### src/hw/svl_pkg.sv
// Shared constants and carrier types for the system vector / low-voltage / clock-out block.
// Assumes a single 100 MHz bus clock and a synchronous active-high reset.
`default_nettype none
package svl_pkg;

  // Vector numbering and addressing
  localparam int          NUM_VECTORS   = 32;            // Vector numbers 0..31
  localparam logic [15:0] VEC_TOP_ADDR  = 16'hfffe;      // Address of vector 0 high byte
  localparam logic [4:0]  VEC_RESET     = 5'h00;         // Reset vector number
  localparam logic [4:0]  VEC_SWI       = 5'h01;         // Software interrupt vector number
  localparam logic [4:0]  VEC_EXT_PIN   = 5'h02;         // External pin vector number
  localparam logic [4:0]  VEC_LVW       = 5'h03;         // Low-voltage warning vector number
  localparam logic [4:0]  VEC_PLL       = 5'h04;         // PLL unlock vector number

  // Reset-source register bit positions
  localparam int RSR_POR  = 7;                           // Power-on
  localparam int RSR_PIN  = 6;                           // External pin
  localparam int RSR_WDOG = 5;                           // Watchdog
  localparam int RSR_OPC  = 4;                           // Illegal opcode
  localparam int RSR_ADR  = 3;                           // Illegal address
  localparam int RSR_LOC  = 2;                           // Loss of clock
  localparam int RSR_LVD  = 1;                           // Low voltage
  localparam logic [7:0] RSR_RESET_VAL = 8'h82;          // Value after power-on

  // Clock-out divider
  localparam int CLKOUT_SEL_W = 3;                       // Width of clkout_select
  localparam int CLKOUT_CNT_W = 8;                       // Divider counter width

  // Reset causes other than power and low voltage
  typedef struct packed {
    logic watchdog;                                      // Watchdog timeout
    logic clock_loss;                                    // Loss of clock
    logic ext_pin;                                       // External reset pin
    logic bad_opcode;                                    // Illegal opcode
    logic bad_address;                                   // Illegal address
    logic debugger_forced_reset;                         // Debugger-forced reset
  } svl_rst_cause_t;

  // Low-voltage control bits
  typedef struct packed {
    logic lvd_enable;                                    // Detector on
    logic lvd_stop_enable;                               // Keep detector in stop
    logic lvd_reset_enable;                              // Detection resets the part
    logic lvd_threshold_select;                          // Chooses detection threshold
    logic lvw_int_enable;                                // Warning interrupt enable
  } svl_lvd_ctrl_t;

  // Stop-mode requests and grants
  typedef enum logic [1:0] {
    SVL_RUN,
    SVL_STOP_SHALLOW,
    SVL_STOP_DEEP
  } svl_stop_t;

endpackage
`default_nettype wire

### src/hw/svl_clkdiv.sv
// Divided clock generator for the shared port pin.
// Assumes sel is a stable configuration level on the same clock.
`timescale 1ns/1ps
`default_nettype none
module svl_clkdiv #(
  parameter int SEL_W = svl_pkg::CLKOUT_SEL_W,
  parameter int CNT_W = svl_pkg::CLKOUT_CNT_W
) (
  input  wire logic             sys_clk,
  input  wire logic             rst,
  input  wire logic             ce,
  input  wire logic [SEL_W-1:0] sel,
  output logic                  clk_div
);

  logic [CNT_W-1:0] cnt_q;                               // Free-running divider count
  logic [SEL_W-1:0] sel_q;                               // Last seen select, restarts on change

  // Ratio is 2**sel: bit sel-1 of the counter toggles at bus/2**sel
  always_ff @(posedge sys_clk) begin
    if (rst) begin
      cnt_q <= '0;
      sel_q <= '0;
    end else if (ce) begin
      sel_q <= sel;
      if (sel != sel_q) begin                            // Restart so no runt phase lingers
        cnt_q <= '0;
      end else begin
        cnt_q <= cnt_q + 1'b1;
      end
    end
  end

  // Output tap; select 0 yields low (pin handed back to port)
  always_comb begin
    if (sel == '0) begin
      clk_div = 1'b0;
    end else begin
      clk_div = cnt_q[sel - 1'b1];
    end
  end

endmodule
`default_nettype wire

### src/hw/svl_top.sv
// System vector ranking, low-voltage control and clock-out for a small microcontroller.
// Assumes all inputs except the analog comparators and power-on input come from bus-clock logic.
//
// What this block does
// - Lower vector number wins; address FFFE-2n.
// - Reset is vector 0, highest, at FFFE/FFFF.
// - Eight reset causes share the reset vector.
// - Flag requests only while its enable is 1.
// - Detector active only while lvd_enable set.
// - Stop disables detector unless lvd_stop_enable.
// - Both set: deep stop becomes shallow stop.
// - After power-on, hold reset until supply good.
// - Power-on sets power-on and low-voltage bits.
// - Low voltage resets only with lvd_reset_enable.
// - Low-voltage reset holds until supply recovers.
// - Warning with enable sets flag, vector 3.
// - Select zero: clock off, pin to port.
// - Select nonzero: pin drives divided clock.
// - Select value picks the division ratio.
`timescale 1ns/1ps
`default_nettype none
module svl_top #(
  parameter int NVEC  = svl_pkg::NUM_VECTORS,
  parameter int SEL_W = svl_pkg::CLKOUT_SEL_W
) (
  input  wire logic                   sys_clk,
  input  wire logic                   rst,
  input  wire logic                   ce,
  input  wire logic                   por_in,
  input  wire logic                   lvd_below_low,
  input  wire logic                   lvd_below_high,
  input  wire logic                   lvw_warn_in,
  input  wire svl_pkg::svl_rst_cause_t rst_cause,
  input  wire svl_pkg::svl_lvd_ctrl_t  lvd_ctrl,
  input  wire logic                   lvw_flag_clr,
  input  wire logic [NVEC-1:0]        src_flag,
  input  wire logic [NVEC-1:0]        src_int_enable,
  input  wire logic                   vec_fetch,
  input  wire svl_pkg::svl_stop_t      stop_req,
  input  wire logic [SEL_W-1:0]       clkout_select,
  input  wire logic                   port_out,
  input  wire logic                   port_dir_out,
  output logic                        cpu_irq_q,
  output logic [4:0]                  vec_num_q,
  output logic [15:0]                 vec_addr_q,
  output logic                        sys_reset_q,
  output logic [7:0]                  reset_source_register_q,
  output logic                        lvw_flag_q,
  output logic                        lvd_active_q,
  output svl_pkg::svl_stop_t           stop_mode_q,
  output logic                        shared_port_pin_o_q,
  output logic                        shared_port_pin_oe_n_q
);

  // Two-stage synchronisers for analog comparator and power inputs
  logic [3:0] sync1_q;                                   // First stage, read only by second
  logic [3:0] sync2_q;                                   // Second stage, safe to use
  logic       por_s;                                     // Synced power-on
  logic       below_low_s;                               // Synced below low threshold
  logic       below_high_s;                              // Synced below high threshold
  logic       warn_s;                                    // Synced warning comparator

  always_ff @(posedge sys_clk) begin
    if (rst) begin
      // Start as power bad and supply low, so the hold cannot release early
      sync1_q <= 4'hc;
      sync2_q <= 4'hc;
    end else if (ce) begin
      sync1_q <= {por_in, lvd_below_low, lvd_below_high, lvw_warn_in};
      sync2_q <= sync1_q;
    end
  end

  assign por_s        = sync2_q[3];
  assign below_low_s  = sync2_q[2];
  assign below_high_s = sync2_q[1];
  assign warn_s       = sync2_q[0];

  // Stop-mode grant: deep request degrades to shallow when detector must stay on
  svl_pkg::svl_stop_t stop_d;                            // Granted stop mode
  always_comb begin
    stop_d = stop_req;
    if (stop_req == svl_pkg::SVL_STOP_DEEP && lvd_ctrl.lvd_enable && lvd_ctrl.lvd_stop_enable) begin
      stop_d = svl_pkg::SVL_STOP_SHALLOW;
    end
  end

  always_ff @(posedge sys_clk) begin
    if (rst) begin
      stop_mode_q <= svl_pkg::SVL_RUN;
    end else if (ce) begin
      stop_mode_q <= stop_d;
    end
  end

  // Detector active state; a stop without stop-enable switches it off
  logic lvd_active_d;                                    // Next detector state
  always_comb begin
    lvd_active_d = lvd_ctrl.lvd_enable;
    if (stop_d != svl_pkg::SVL_RUN && !lvd_ctrl.lvd_stop_enable) begin
      lvd_active_d = 1'b0;
    end
  end

  always_ff @(posedge sys_clk) begin
    if (rst) begin
      lvd_active_q <= 1'b0;
    end else if (ce) begin
      lvd_active_q <= lvd_active_d;
    end
  end

  // Threshold select chooses which comparator output counts as low voltage
  logic lvd_low_now;                                     // Supply below chosen threshold
  assign lvd_low_now = lvd_ctrl.lvd_threshold_select ? below_high_s : below_low_s;

  // Reset sequencer: holds reset while the supply is below its release threshold
  typedef enum logic [1:0] {
    SVL_RS_RUN,
    SVL_RS_POR_HOLD,
    SVL_RS_LVD_HOLD,
    SVL_RS_PULSE
  } svl_rs_state_t;

  svl_rs_state_t rs_q;                                   // Reset state
  logic          any_cause;                              // Any digital reset cause
  logic          lvd_trip;                               // Low voltage that resets the part

  assign any_cause = |rst_cause;
  assign lvd_trip  = lvd_active_q && lvd_ctrl.lvd_reset_enable && lvd_low_now;

  // Priority: power-on, then low voltage, then other causes
  always_ff @(posedge sys_clk) begin
    if (rst) begin
      rs_q <= SVL_RS_POR_HOLD;
    end else if (ce) begin
      case (rs_q)
        SVL_RS_RUN: begin
          if (por_s) begin
            rs_q <= SVL_RS_POR_HOLD;
          end else if (lvd_trip) begin
            rs_q <= SVL_RS_LVD_HOLD;
          end else if (any_cause) begin
            rs_q <= SVL_RS_PULSE;
          end
        end
        SVL_RS_POR_HOLD: begin
          if (!por_s && !below_low_s) begin
            rs_q <= SVL_RS_RUN;
          end
        end
        SVL_RS_LVD_HOLD: begin
          if (por_s) begin
            rs_q <= SVL_RS_POR_HOLD;
          end else if (!lvd_low_now) begin
            rs_q <= SVL_RS_RUN;
          end
        end
        default: begin
          rs_q <= SVL_RS_RUN;                            // One-cycle digital reset
        end
      endcase
    end
  end

  // Reset output follows the sequencer so the CPU fetches the reset vector on release
  always_ff @(posedge sys_clk) begin
    if (rst) begin
      sys_reset_q <= 1'b1;
    end else if (ce) begin
      sys_reset_q <= (rs_q != SVL_RS_RUN);
    end
  end

  // Reset-source register: written on entry to a reset from run, holds otherwise
  always_ff @(posedge sys_clk) begin
    if (rst) begin
      reset_source_register_q <= svl_pkg::RSR_RESET_VAL;
    end else if (ce && rs_q == SVL_RS_RUN) begin
      if (por_s) begin
        reset_source_register_q <= svl_pkg::RSR_RESET_VAL;
      end else if (lvd_trip) begin
        reset_source_register_q <= 8'h00;
        reset_source_register_q[svl_pkg::RSR_LVD] <= 1'b1;
      end else if (any_cause) begin
        // Debugger-forced reset leaves every bit clear
        reset_source_register_q <= 8'h00;
        reset_source_register_q[svl_pkg::RSR_PIN]  <= rst_cause.ext_pin;
        reset_source_register_q[svl_pkg::RSR_WDOG] <= rst_cause.watchdog;
        reset_source_register_q[svl_pkg::RSR_OPC]  <= rst_cause.bad_opcode;
        reset_source_register_q[svl_pkg::RSR_ADR]  <= rst_cause.bad_address;
        reset_source_register_q[svl_pkg::RSR_LOC]  <= rst_cause.clock_loss;
      end
    end
  end

  // Warning flag: set wins over a same-cycle clear so no warning is lost
  always_ff @(posedge sys_clk) begin
    if (rst) begin
      lvw_flag_q <= 1'b0;
    end else if (ce) begin
      if (sys_reset_q) begin
        lvw_flag_q <= 1'b0;                              // Part in reset drops the warning
      end else if (lvd_active_q && warn_s) begin
        lvw_flag_q <= 1'b1;
      end else if (lvw_flag_clr) begin
        lvw_flag_q <= 1'b0;
      end
    end
  end

  // Gated requests; own warning source drives vector 3
  logic [NVEC-1:0] req;                                  // Enabled pending requests
  always_comb begin
    req = src_flag & src_int_enable;
    req[svl_pkg::VEC_LVW] = lvw_flag_q && lvd_ctrl.lvw_int_enable;
    req[svl_pkg::VEC_RESET] = 1'b0;                      // Reset is not an interrupt
  end

  // Lowest vector number wins; scanning downward lets lower hits override
  logic [4:0] win_num;                                   // Winning vector
  logic       win_any;                                   // Any request pending
  always_comb begin
    win_num = 5'h00;
    win_any = 1'b0;
    for (int i = NVEC - 1; i >= 1; i--) begin
      if (req[i]) begin
        win_num = 5'(i);
        win_any = 1'b1;
      end
    end
  end

  // Vector capture: reset overrides, otherwise latch the winner at fetch
  always_ff @(posedge sys_clk) begin
    if (rst) begin
      vec_num_q  <= svl_pkg::VEC_RESET;
      vec_addr_q <= svl_pkg::VEC_TOP_ADDR;
    end else if (ce) begin
      if (rs_q != SVL_RS_RUN) begin
        vec_num_q  <= svl_pkg::VEC_RESET;
        vec_addr_q <= svl_pkg::VEC_TOP_ADDR;
      end else if (vec_fetch) begin
        // The CPU masks itself before fetching, so the winner is stable here
        vec_num_q  <= win_num;
        vec_addr_q <= svl_pkg::VEC_TOP_ADDR - {10'h000, win_num, 1'b0};
      end
    end
  end

  // Interrupt line to the CPU, quiet while in reset
  always_ff @(posedge sys_clk) begin
    if (rst) begin
      cpu_irq_q <= 1'b0;
    end else if (ce) begin
      cpu_irq_q <= win_any && (rs_q == SVL_RS_RUN);
    end
  end

  // Clock-out divider
  logic clk_div;                                         // Divided bus clock
  svl_clkdiv #(
    .SEL_W (SEL_W),
    .CNT_W (svl_pkg::CLKOUT_CNT_W)
  ) u_div (
    .sys_clk (sys_clk),
    .rst     (rst),
    .ce      (ce),
    .sel     (clkout_select),
    .clk_div (clk_div)
  );

  // Pin mux: clock-out overrides the port direction bit
  always_ff @(posedge sys_clk) begin
    if (rst) begin
      shared_port_pin_o_q    <= 1'b0;
      shared_port_pin_oe_n_q <= 1'b1;
    end else if (ce) begin
      if (clkout_select != '0) begin
        shared_port_pin_o_q    <= clk_div;
        shared_port_pin_oe_n_q <= 1'b0;
      end else begin
        shared_port_pin_o_q    <= port_out;
        shared_port_pin_oe_n_q <= !port_dir_out;
      end
    end
  end

  // Checks
  stop_shallow_a: assert property (@(posedge sys_clk) disable iff (rst)
    ce && stop_req == svl_pkg::SVL_STOP_DEEP && lvd_ctrl.lvd_enable && lvd_ctrl.lvd_stop_enable
    |=> stop_mode_q == svl_pkg::SVL_STOP_SHALLOW) else $error("deep stop granted with detector held");

  lvd_stop_off_a: assert property (@(posedge sys_clk) disable iff (rst)
    ce && stop_req != svl_pkg::SVL_RUN && !lvd_ctrl.lvd_stop_enable |=> !lvd_active_q)
    else $error("detector left on in stop");

  lvd_enable_a: assert property (@(posedge sys_clk) disable iff (rst)
    lvd_active_q && $past(ce) |-> $past(lvd_ctrl.lvd_enable)) else $error("detector on without enable");

  vec_addr_a: assert property (@(posedge sys_clk) disable iff (rst)
    ce && rs_q == SVL_RS_RUN && vec_fetch && req[svl_pkg::VEC_LVW] && req[2:1] == '0
    |=> vec_addr_q == 16'hfff8) else $error("warning vector address wrong");

  reset_vec_a: assert property (@(posedge sys_clk) disable iff (rst)
    ce && rs_q != SVL_RS_RUN |=> vec_addr_q == 16'hfffe && vec_num_q == 5'h00)
    else $error("reset vector not presented");

  irq_gate_a: assert property (@(posedge sys_clk) disable iff (rst)
    ce && (src_flag & src_int_enable & 32'hfffffff6) == '0 && !lvw_flag_q |=> !cpu_irq_q)
    else $error("request raised with no enabled flag");

  por_hold_a: assert property (@(posedge sys_clk) disable iff (rst)
    rs_q == SVL_RS_POR_HOLD && below_low_s |=> rs_q == SVL_RS_POR_HOLD ##1 sys_reset_q)
    else $error("released reset while supply low");

  lvw_set_a: assert property (@(posedge sys_clk) disable iff (rst)
    ce && !sys_reset_q && lvd_active_q && warn_s |=> lvw_flag_q)
    else $error("warning flag not set");

  clkout_pin_a: assert property (@(posedge sys_clk) disable iff (rst)
    ce && clkout_select != '0 |=> !shared_port_pin_oe_n_q) else $error("clock out not driven");

  lvd_no_reset_a: assert property (@(posedge sys_clk) disable iff (rst)
    ce && rs_q == SVL_RS_RUN && !lvd_ctrl.lvd_reset_enable && !por_s && !any_cause
    |=> rs_q == SVL_RS_RUN) else $error("reset without cause");

endmodule
`default_nettype wire
### config.mk
export PLATFORM = sky130hd
export DESIGN_NAME = svl_top
export DESIGN_NICKNAME = d
export VERILOG_FILES = /design/src/hw/svl_pkg.sv /design/src/hw/svl_clkdiv.sv /design/src/hw/svl_top.sv
export SDC_FILE = /design/constraint.sdc
export NUM_CORES = 1
export LEC_CHECK = 0
export BUFFER_PORTS_ARGS = -buffer_cell sky130_fd_sc_hd__buf_2
export CORE_MARGIN = 2
export CORE_UTILIZATION = 50
export CTS_CLUSTER_DIAMETER = 80
export DETAILED_ROUTE_END_ITERATION = 8
export GPL_TIMING_DRIVEN = 1
export PLACE_DENSITY = 0.86
export RECOVER_POWER = 25
export SETUP_SLACK_MARGIN = 0.3
export SLEW_MARGIN = 20
export SYNTH_ARGS = -nofsm -noshare
export SYNTH_HDL_FRONTEND = slang
export SYNTH_HIERARCHICAL = 1
export SYNTH_SLANG_ARGS = --single-unit
### constraint.sdc
create_clock -name sys_clk -period 2.7 [get_ports sys_clk]
set_input_delay 0.27 -clock sys_clk [delete_from_list [all_inputs] [get_ports sys_clk]]
set_output_delay 0.27 -clock sys_clk [all_outputs]
set_load 0.01 [all_outputs]
After elaboration in Yosys (flattened, before gate mapping)
Cells that the tools add are included.
{"block": "totals", "regBits": 58, "in_bits": 91, "output_inout_bits": 37, "word_cells": 142}
{"block": "op_classes", "add_sub_neg": 3, "n_lt_le_gt_ge": 1, "n_eq_ne": 7, "muxes": 88, "bitwise_logic": 1, "reduce_logical": 27}
{"op": "5-bit two-way mux", "count": 33}
{"op": "1-bit two-way mux", "count": 40}
{"op": "32-bit AND", "count": 1}
{"op": "16-bit two-way mux", "count": 2}
{"op": "8-bit two-way mux", "count": 4}
{"op": "2-bit two-way mux", "count": 7}
{"op": "1-bit logical AND", "count": 10}
{"op": "3-bit nonzero test", "count": 3}
{"op": "8-bit by 1-bit adder with 8-bit output (second input constant)", "count": 1}
{"op": "2-bit by 7-bit subtractor with 8-bit output (first input constant)", "count": 1}
{"op": "2-bit case mux with 3 select lines", "count": 1}
{"op": "2-bit AND reduction", "count": 3}
{"op": "2-bit nonzero test", "count": 3}
{"op": "6-bit OR reduction", "count": 1}
{"op": "2-bit == test (second input constant)", "count": 2}
{"op": "1-bit zero test", "count": 4}
{"op": "3-bit by 4-bit < comparator with 1-bit output (second input constant)", "count": 1}
{"op": "4-bit inequality test (second input constant)", "count": 1}
{"op": "4-bit AND reduction", "count": 1}
{"op": "1-bit binary-select mux with 3-bit select", "count": 1}
{"op": "3-bit zero test", "count": 1}
{"op": "3-bit inequality test", "count": 1}
{"op": "3-bit inequality test (second input constant)", "count": 1}
{"op": "3-bit by 1-bit subtractor with 3-bit output (second input constant)", "count": 1}
{"op": "3 further kinds", "count": 3}

Logic depth before layout (Yosys ltp)
{"block": "depth", "ltp_word": 35, "depth_mapped": 8, "depth_no_buf": 8}

Modules after synthesis
The synthesis kept the hierarchy.
{"mod": "svl_top", "n_inst": 1, "cells_per_inst": 257, "area_each_um2": 2038.2, "seq_area_each_um2": 700.7}
{"mod": "svl_clkdiv", "n_inst": 1, "cells_per_inst": 72, "area_each_um2": 628.1, "seq_area_each_um2": 220.2}

Worst setup path after synthesis
OpenSTA, ideal clock, no wires.
{"block": "synth_timing", "path_type": "input -> register", "start": "input port clkout_select[0]", "end": "register shared_port_pin_o_q", "setup_time_ns": 0.137, "arrival_ns": 1.718, "required_ns": 2.563, "slack_ns": 0.845, "path_stages": 8, "path_buffers": 0, "path_cell_list": "inv_1 > ha_1 > mux4_1 > mux2_2 > nand2_1 > o31ai_1 > mux2i_1 > a211oi_1"}
{"block": "synth_via", "elab_chain_len": 5, "word_cells_on_any_way": 7, "classes_between": "add/sub: 1; mux: 4; reduce/logical: 2"}
{"item": "start: declaration", "line_no": "svl_top.sv:40", "source": "input wire logic [SEL_W-1:0] clkout_select,"}
{"item": "3-bit by 1-bit subtractor with 3-bit output", "line_no": "svl_clkdiv.sv:39", "source": "clk_div = cnt_q[sel - 1'b1];"}
{"item": "1-bit binary-select mux with 3-bit select", "line_no": "svl_clkdiv.sv:39"}
{"item": "1-bit two-way mux (not written as such)", "line_no": "svl_clkdiv.sv:39"}
{"item": "1-bit two-way mux (*)", "line_no": "svl_clkdiv.sv:36", "source": "if (sel == '0) begin"}
{"item": "named net clk_div", "line_no": "svl_top.sv:261", "source": "logic clk_div;"}
{"item": "1-bit two-way mux (*)", "line_no": "svl_top.sv:279", "source": "if (clkout_select != '0) begin"}
{"item": "end signal: assignment", "line_no": "svl_top.sv:280", "source": "shared_port_pin_o_q <= clk_div;"}
{"item": "end signal: assignment", "line_no": "svl_top.sv:283", "source": "shared_port_pin_o_q <= port_out;"}
{"item": "end: declaration", "line_no": "svl_top.sv:51", "source": "output logic shared_port_pin_o_q,"}
The timed path passes the listed nets; every way through them passes the cells marked *. The select of a mux whose other input is x is not followed.
A chain may end at the register's enable or synchronous reset.

Worst setup path after layout
Same ends and word-level chain as after synthesis.

==> metrics.yaml <==
htreeDepth: 2
clkPwrFrac: 0.344
hold_buffers: 0
crit_path_end_kind: "flip-flop"
crit_type: "in -> reg"
die_w_um: 77.0
grt_pass1_vias: 2562
first_pass_iters: 5
cp-start-kind: "primary input"
die_h_um: 77.0
dpl_cell_area_um2: 3230
grt_overflow: 0
design_area_um2: 3340
vias: 2758
max_cap_viol_count: 0
start_util: 0.519
wl_um: 6730
r2r_end: "vec_addr_q[1]$_SDFFE_PP1P_"
hold_viol_final: 0
track_usage: 0.222
fin_crit_sh: 0.722
syn_area_per_cell_um2: 8.10
root_buffer: "clkbuf_8"
sequentialPowerShare: 0.482
intPower_mw: 1.09
rsz0062_at_grt: "false"
crit_required_ns: 2.86
layout-drive-gt1-share: 0.302
ys_ff_latch: 46
dieArea_um2: 5930
p_sw_uw: 381
synth_ff_type: "dfxtp_1"
vias_per_cell: 5.44
rr_worst_depth: 6
arrival_ns: 2.11
synth-async-reset-ratio: 0
areaGrowthSynthToFinish_pct: 25.2
crit_start: "clkout_select[0]"
p_comb_frac: 0.173
synth_cell_types: 60
cellPowerDensity_nw_per_um2: 440
setup_tns_ns: 0
clock-sinks: 46
cts_tree: "yes"
ios: 128
drc: 0
grt_antenna_before_repair: 0
final_core_util: 0.649
vdd_drop_max_mv: 0.356
num_antenna_cells: 0
ys_warn_count: 6
swShare: 0.259
clk_latency_ns: 0.30
gp_congestion: 0.867
rrSetupSlack_ns: 0.83
drv_slew: 0
grt_pass1_wl_um: 11000
fp.coreArea_um2: 5140
ant_nets: 0
drtIter0Drc: 117
cts.repair.resized: 0
worstReg2RegStart: "lvw_flag_q$_SDFFE_PP0P_"
fin_skew_ns: 0.0101
row_count: 26
seq_area_frac_synth: 0.345
path_clk_slew_ns: 0.08
slew_headroom: 0.548
slowest_stage: "mux4_1"
hpwl_um: 5260
cts_setup_buffers: 0
worst_pin_slew_ns: 0.672
path_cells: "buf_2 -> inv_1 -> ha_1 -> mux4_1 -> mux2_2 -> nand2_1 -> o31ai_1 -> mux2i_1 -> a211oi_1"
grt_max_degree: 45
cts_buffer_depth: 2
crit_path_end: "shared_port_pin_o_q$_SDFFE_PP0P_"
netlist_instances: 329
nets: 530
setup_viol: 0
hp-class: "in -> reg"
wire_per_inst_um: 13.3
slowest_delay_ns: 0.61
fmax_ghz: 0.513
whs_ns: 0.189
leakage_nw: 1.53
synth_edf_count: 0
p_total_mw: 1.47
critPathMaxFanout: 6
portBuffers: 111
run_status: "completed"
min_period_ns: 1.95
synth_area_um2: 2670
cts_buffers: 5
## worst min path at each step
stage,cells after the start,to,slack [ns],startpoint
6_report,2,sync1_q[2]$_SDFFE_PP1P_,0.19,lvd_below_low
5_1_grt,2,sync1_q[3]$_SDFFE_PP1P_,0.18,por_in
4_1_cts,2,sync1_q[3]$_SDFFE_PP1P_,0.19,por_in
3_5_place_dp,1,vec_num_q[0]$_SDFFE_PP0P_,0.44,vec_num_q[0]$_SDFFE_PP0P_
3_3_place_gp,1,vec_num_q[0]$_SDFFE_PP0P_,0.43,vec_num_q[0]$_SDFFE_PP0P_
2_1_floorplan,1,sync1_q[2]$_SDFFE_PP1P_,0.39,lvd_below_low
## state kept, by name, indices dropped and copies added (netlist names), 2 cells and up
| register | count |
|---|---|
| sync1_q | 4 |
| sync2_q | 4 |
| stop_mode_q | 2 |
| rs_q | 2 |
| u_div/sel_q | 3 |
| reset_source_register_q | 7 |
| vec_num_q | 5 |
| u_div/cnt_q | 8 |
| vec_addr_q | 5 |
## cells in the mapped netlist (2+ instances only)
library cell	n	area (um^2)
nand2_1	47	176
dfxtp_1	46	921
nor2_1	32	120
a21oi_1	24	120
nand3_1	20	100
buf_4	13	97.6
o21ai_0	12	60.1
mux2i_1	10	100
clkbuf_1	7	26.3
a22oi_1	6	45.0
inv_1	6	22.5
nand4_1	6	37.5
nor2b_1	6	37.5
xor2_1	6	52.6
a21o_1	5	37.5
a32o_1	5	50.1
nand2b_1	5	31.3
nor3_1	5	25.0
a211o_1	4	35.0
and2_1	4	25.0
o21bai_1	4	30.0
a22o_1	3	26.3
ha_1	3	37.5
nand4b_1	3	26.3
or2b_1	3	22.5
a211oi_1	2	15.0
a221o_1	2	20.0
a31oi_1	2	12.5
and3_1	2	12.5
buf_1	2	7.51
conb_1	2	7.51
mux2_2	2	22.5
nor2_2	2	12.5
o211ai_1	2	15.0
## layout by cell type (no fill, tap or decap), drive strengths merged, types with 4 or more instances in the layout
| cell type | count |
|---|---|
| buf | 111 |
| nand2 | 47 |
| dfxtp | 46 |
| nor2 | 34 |
| a21oi | 24 |
| nand3 | 21 |
| o21ai | 13 |
| conb | 12 |
| mux2i | 10 |
| a22oi | 7 |
| clkbuf | 7 |
| nand4 | 6 |
| inv | 6 |
| nor2b | 6 |
| xor2 | 6 |
| nor3 | 6 |
| nand2b | 5 |
| a21o | 5 |
| a32o | 5 |
| and2 | 4 |
| o21bai | 4 |
| a211o | 4 |
## kinds of logic (layout without fill, tap and decap cells)
logic type               count (synthesis)  count (layout)  synth area share
multiplexers                            14              14            0.0643
XOR/XNOR                                 6               6            0.0197
adder cells (fa/ha/maj)                  3               3            0.0141
flip-flops                              46              46             0.345
other                                    2              12           0.00282
buffers and inverters                   29             127            0.0596
AO/OA/AOI/OAI                           85              85             0.225
AND/OR/NAND/NOR                        144             144             0.269
## final cells by class
| type | count | area [um^2] |
|---|---|---|
| Sequential cell | 46 | 921 |
| Fill cell | 461 | 1800 |
| Inverter | 6 | 22.5 |
| Multi-Input combinational cell | 264 | 1620 |
| Tap cell | 70 | 87.6 |
| Clock buffer | 5 | 68.8 |
| Timing Repair Buffer | 113 | 568 |
| Clock inverter | 3 | 45.0 |
## worst max-delay path: cells and delay by family
family          cells  cell delay (ns)
mux                 3             1.04
compound gates      2             0.16
fa+ha+maj           1             0.32
buf+inv             2             0.24
simple gates        1             0.07
## routing by layer
| layer | track usage | share of wire |
|---|---|---|
| met1 | 0.248 | 0.41 |
| met2 | 0.418 | 0.50 |
| met3 | 0.0518 | 0.072 |
| met4 | 0.0643 | 0.015 |
| met5 | 0 | 0 |
## power groups by stage
stage / registers, mW / logic (mW) / clock network (mW)
floorplan: 0.722 / 0.154 / 0
global placement: 0.722 / 0.246 / 0
detailed placement: 0.724 / 0.253 / 0
CTS: 0.708 / 0.254 / 0.521
global route: 0.710 / 0.284 / 0.549
finish: 0.708 / 0.254 / 0.505
## stage by stage
step,cells,setup WS [ns]
6_report,507,0.751
5_1_grt,507,0.641
4_1_cts,507,0.796
3_5_place_dp,499,0.502
3_3_place_gp,499,0.573
2_1_floorplan,339,0.845
Note: power is estimated with default switching activity, not from simulation.
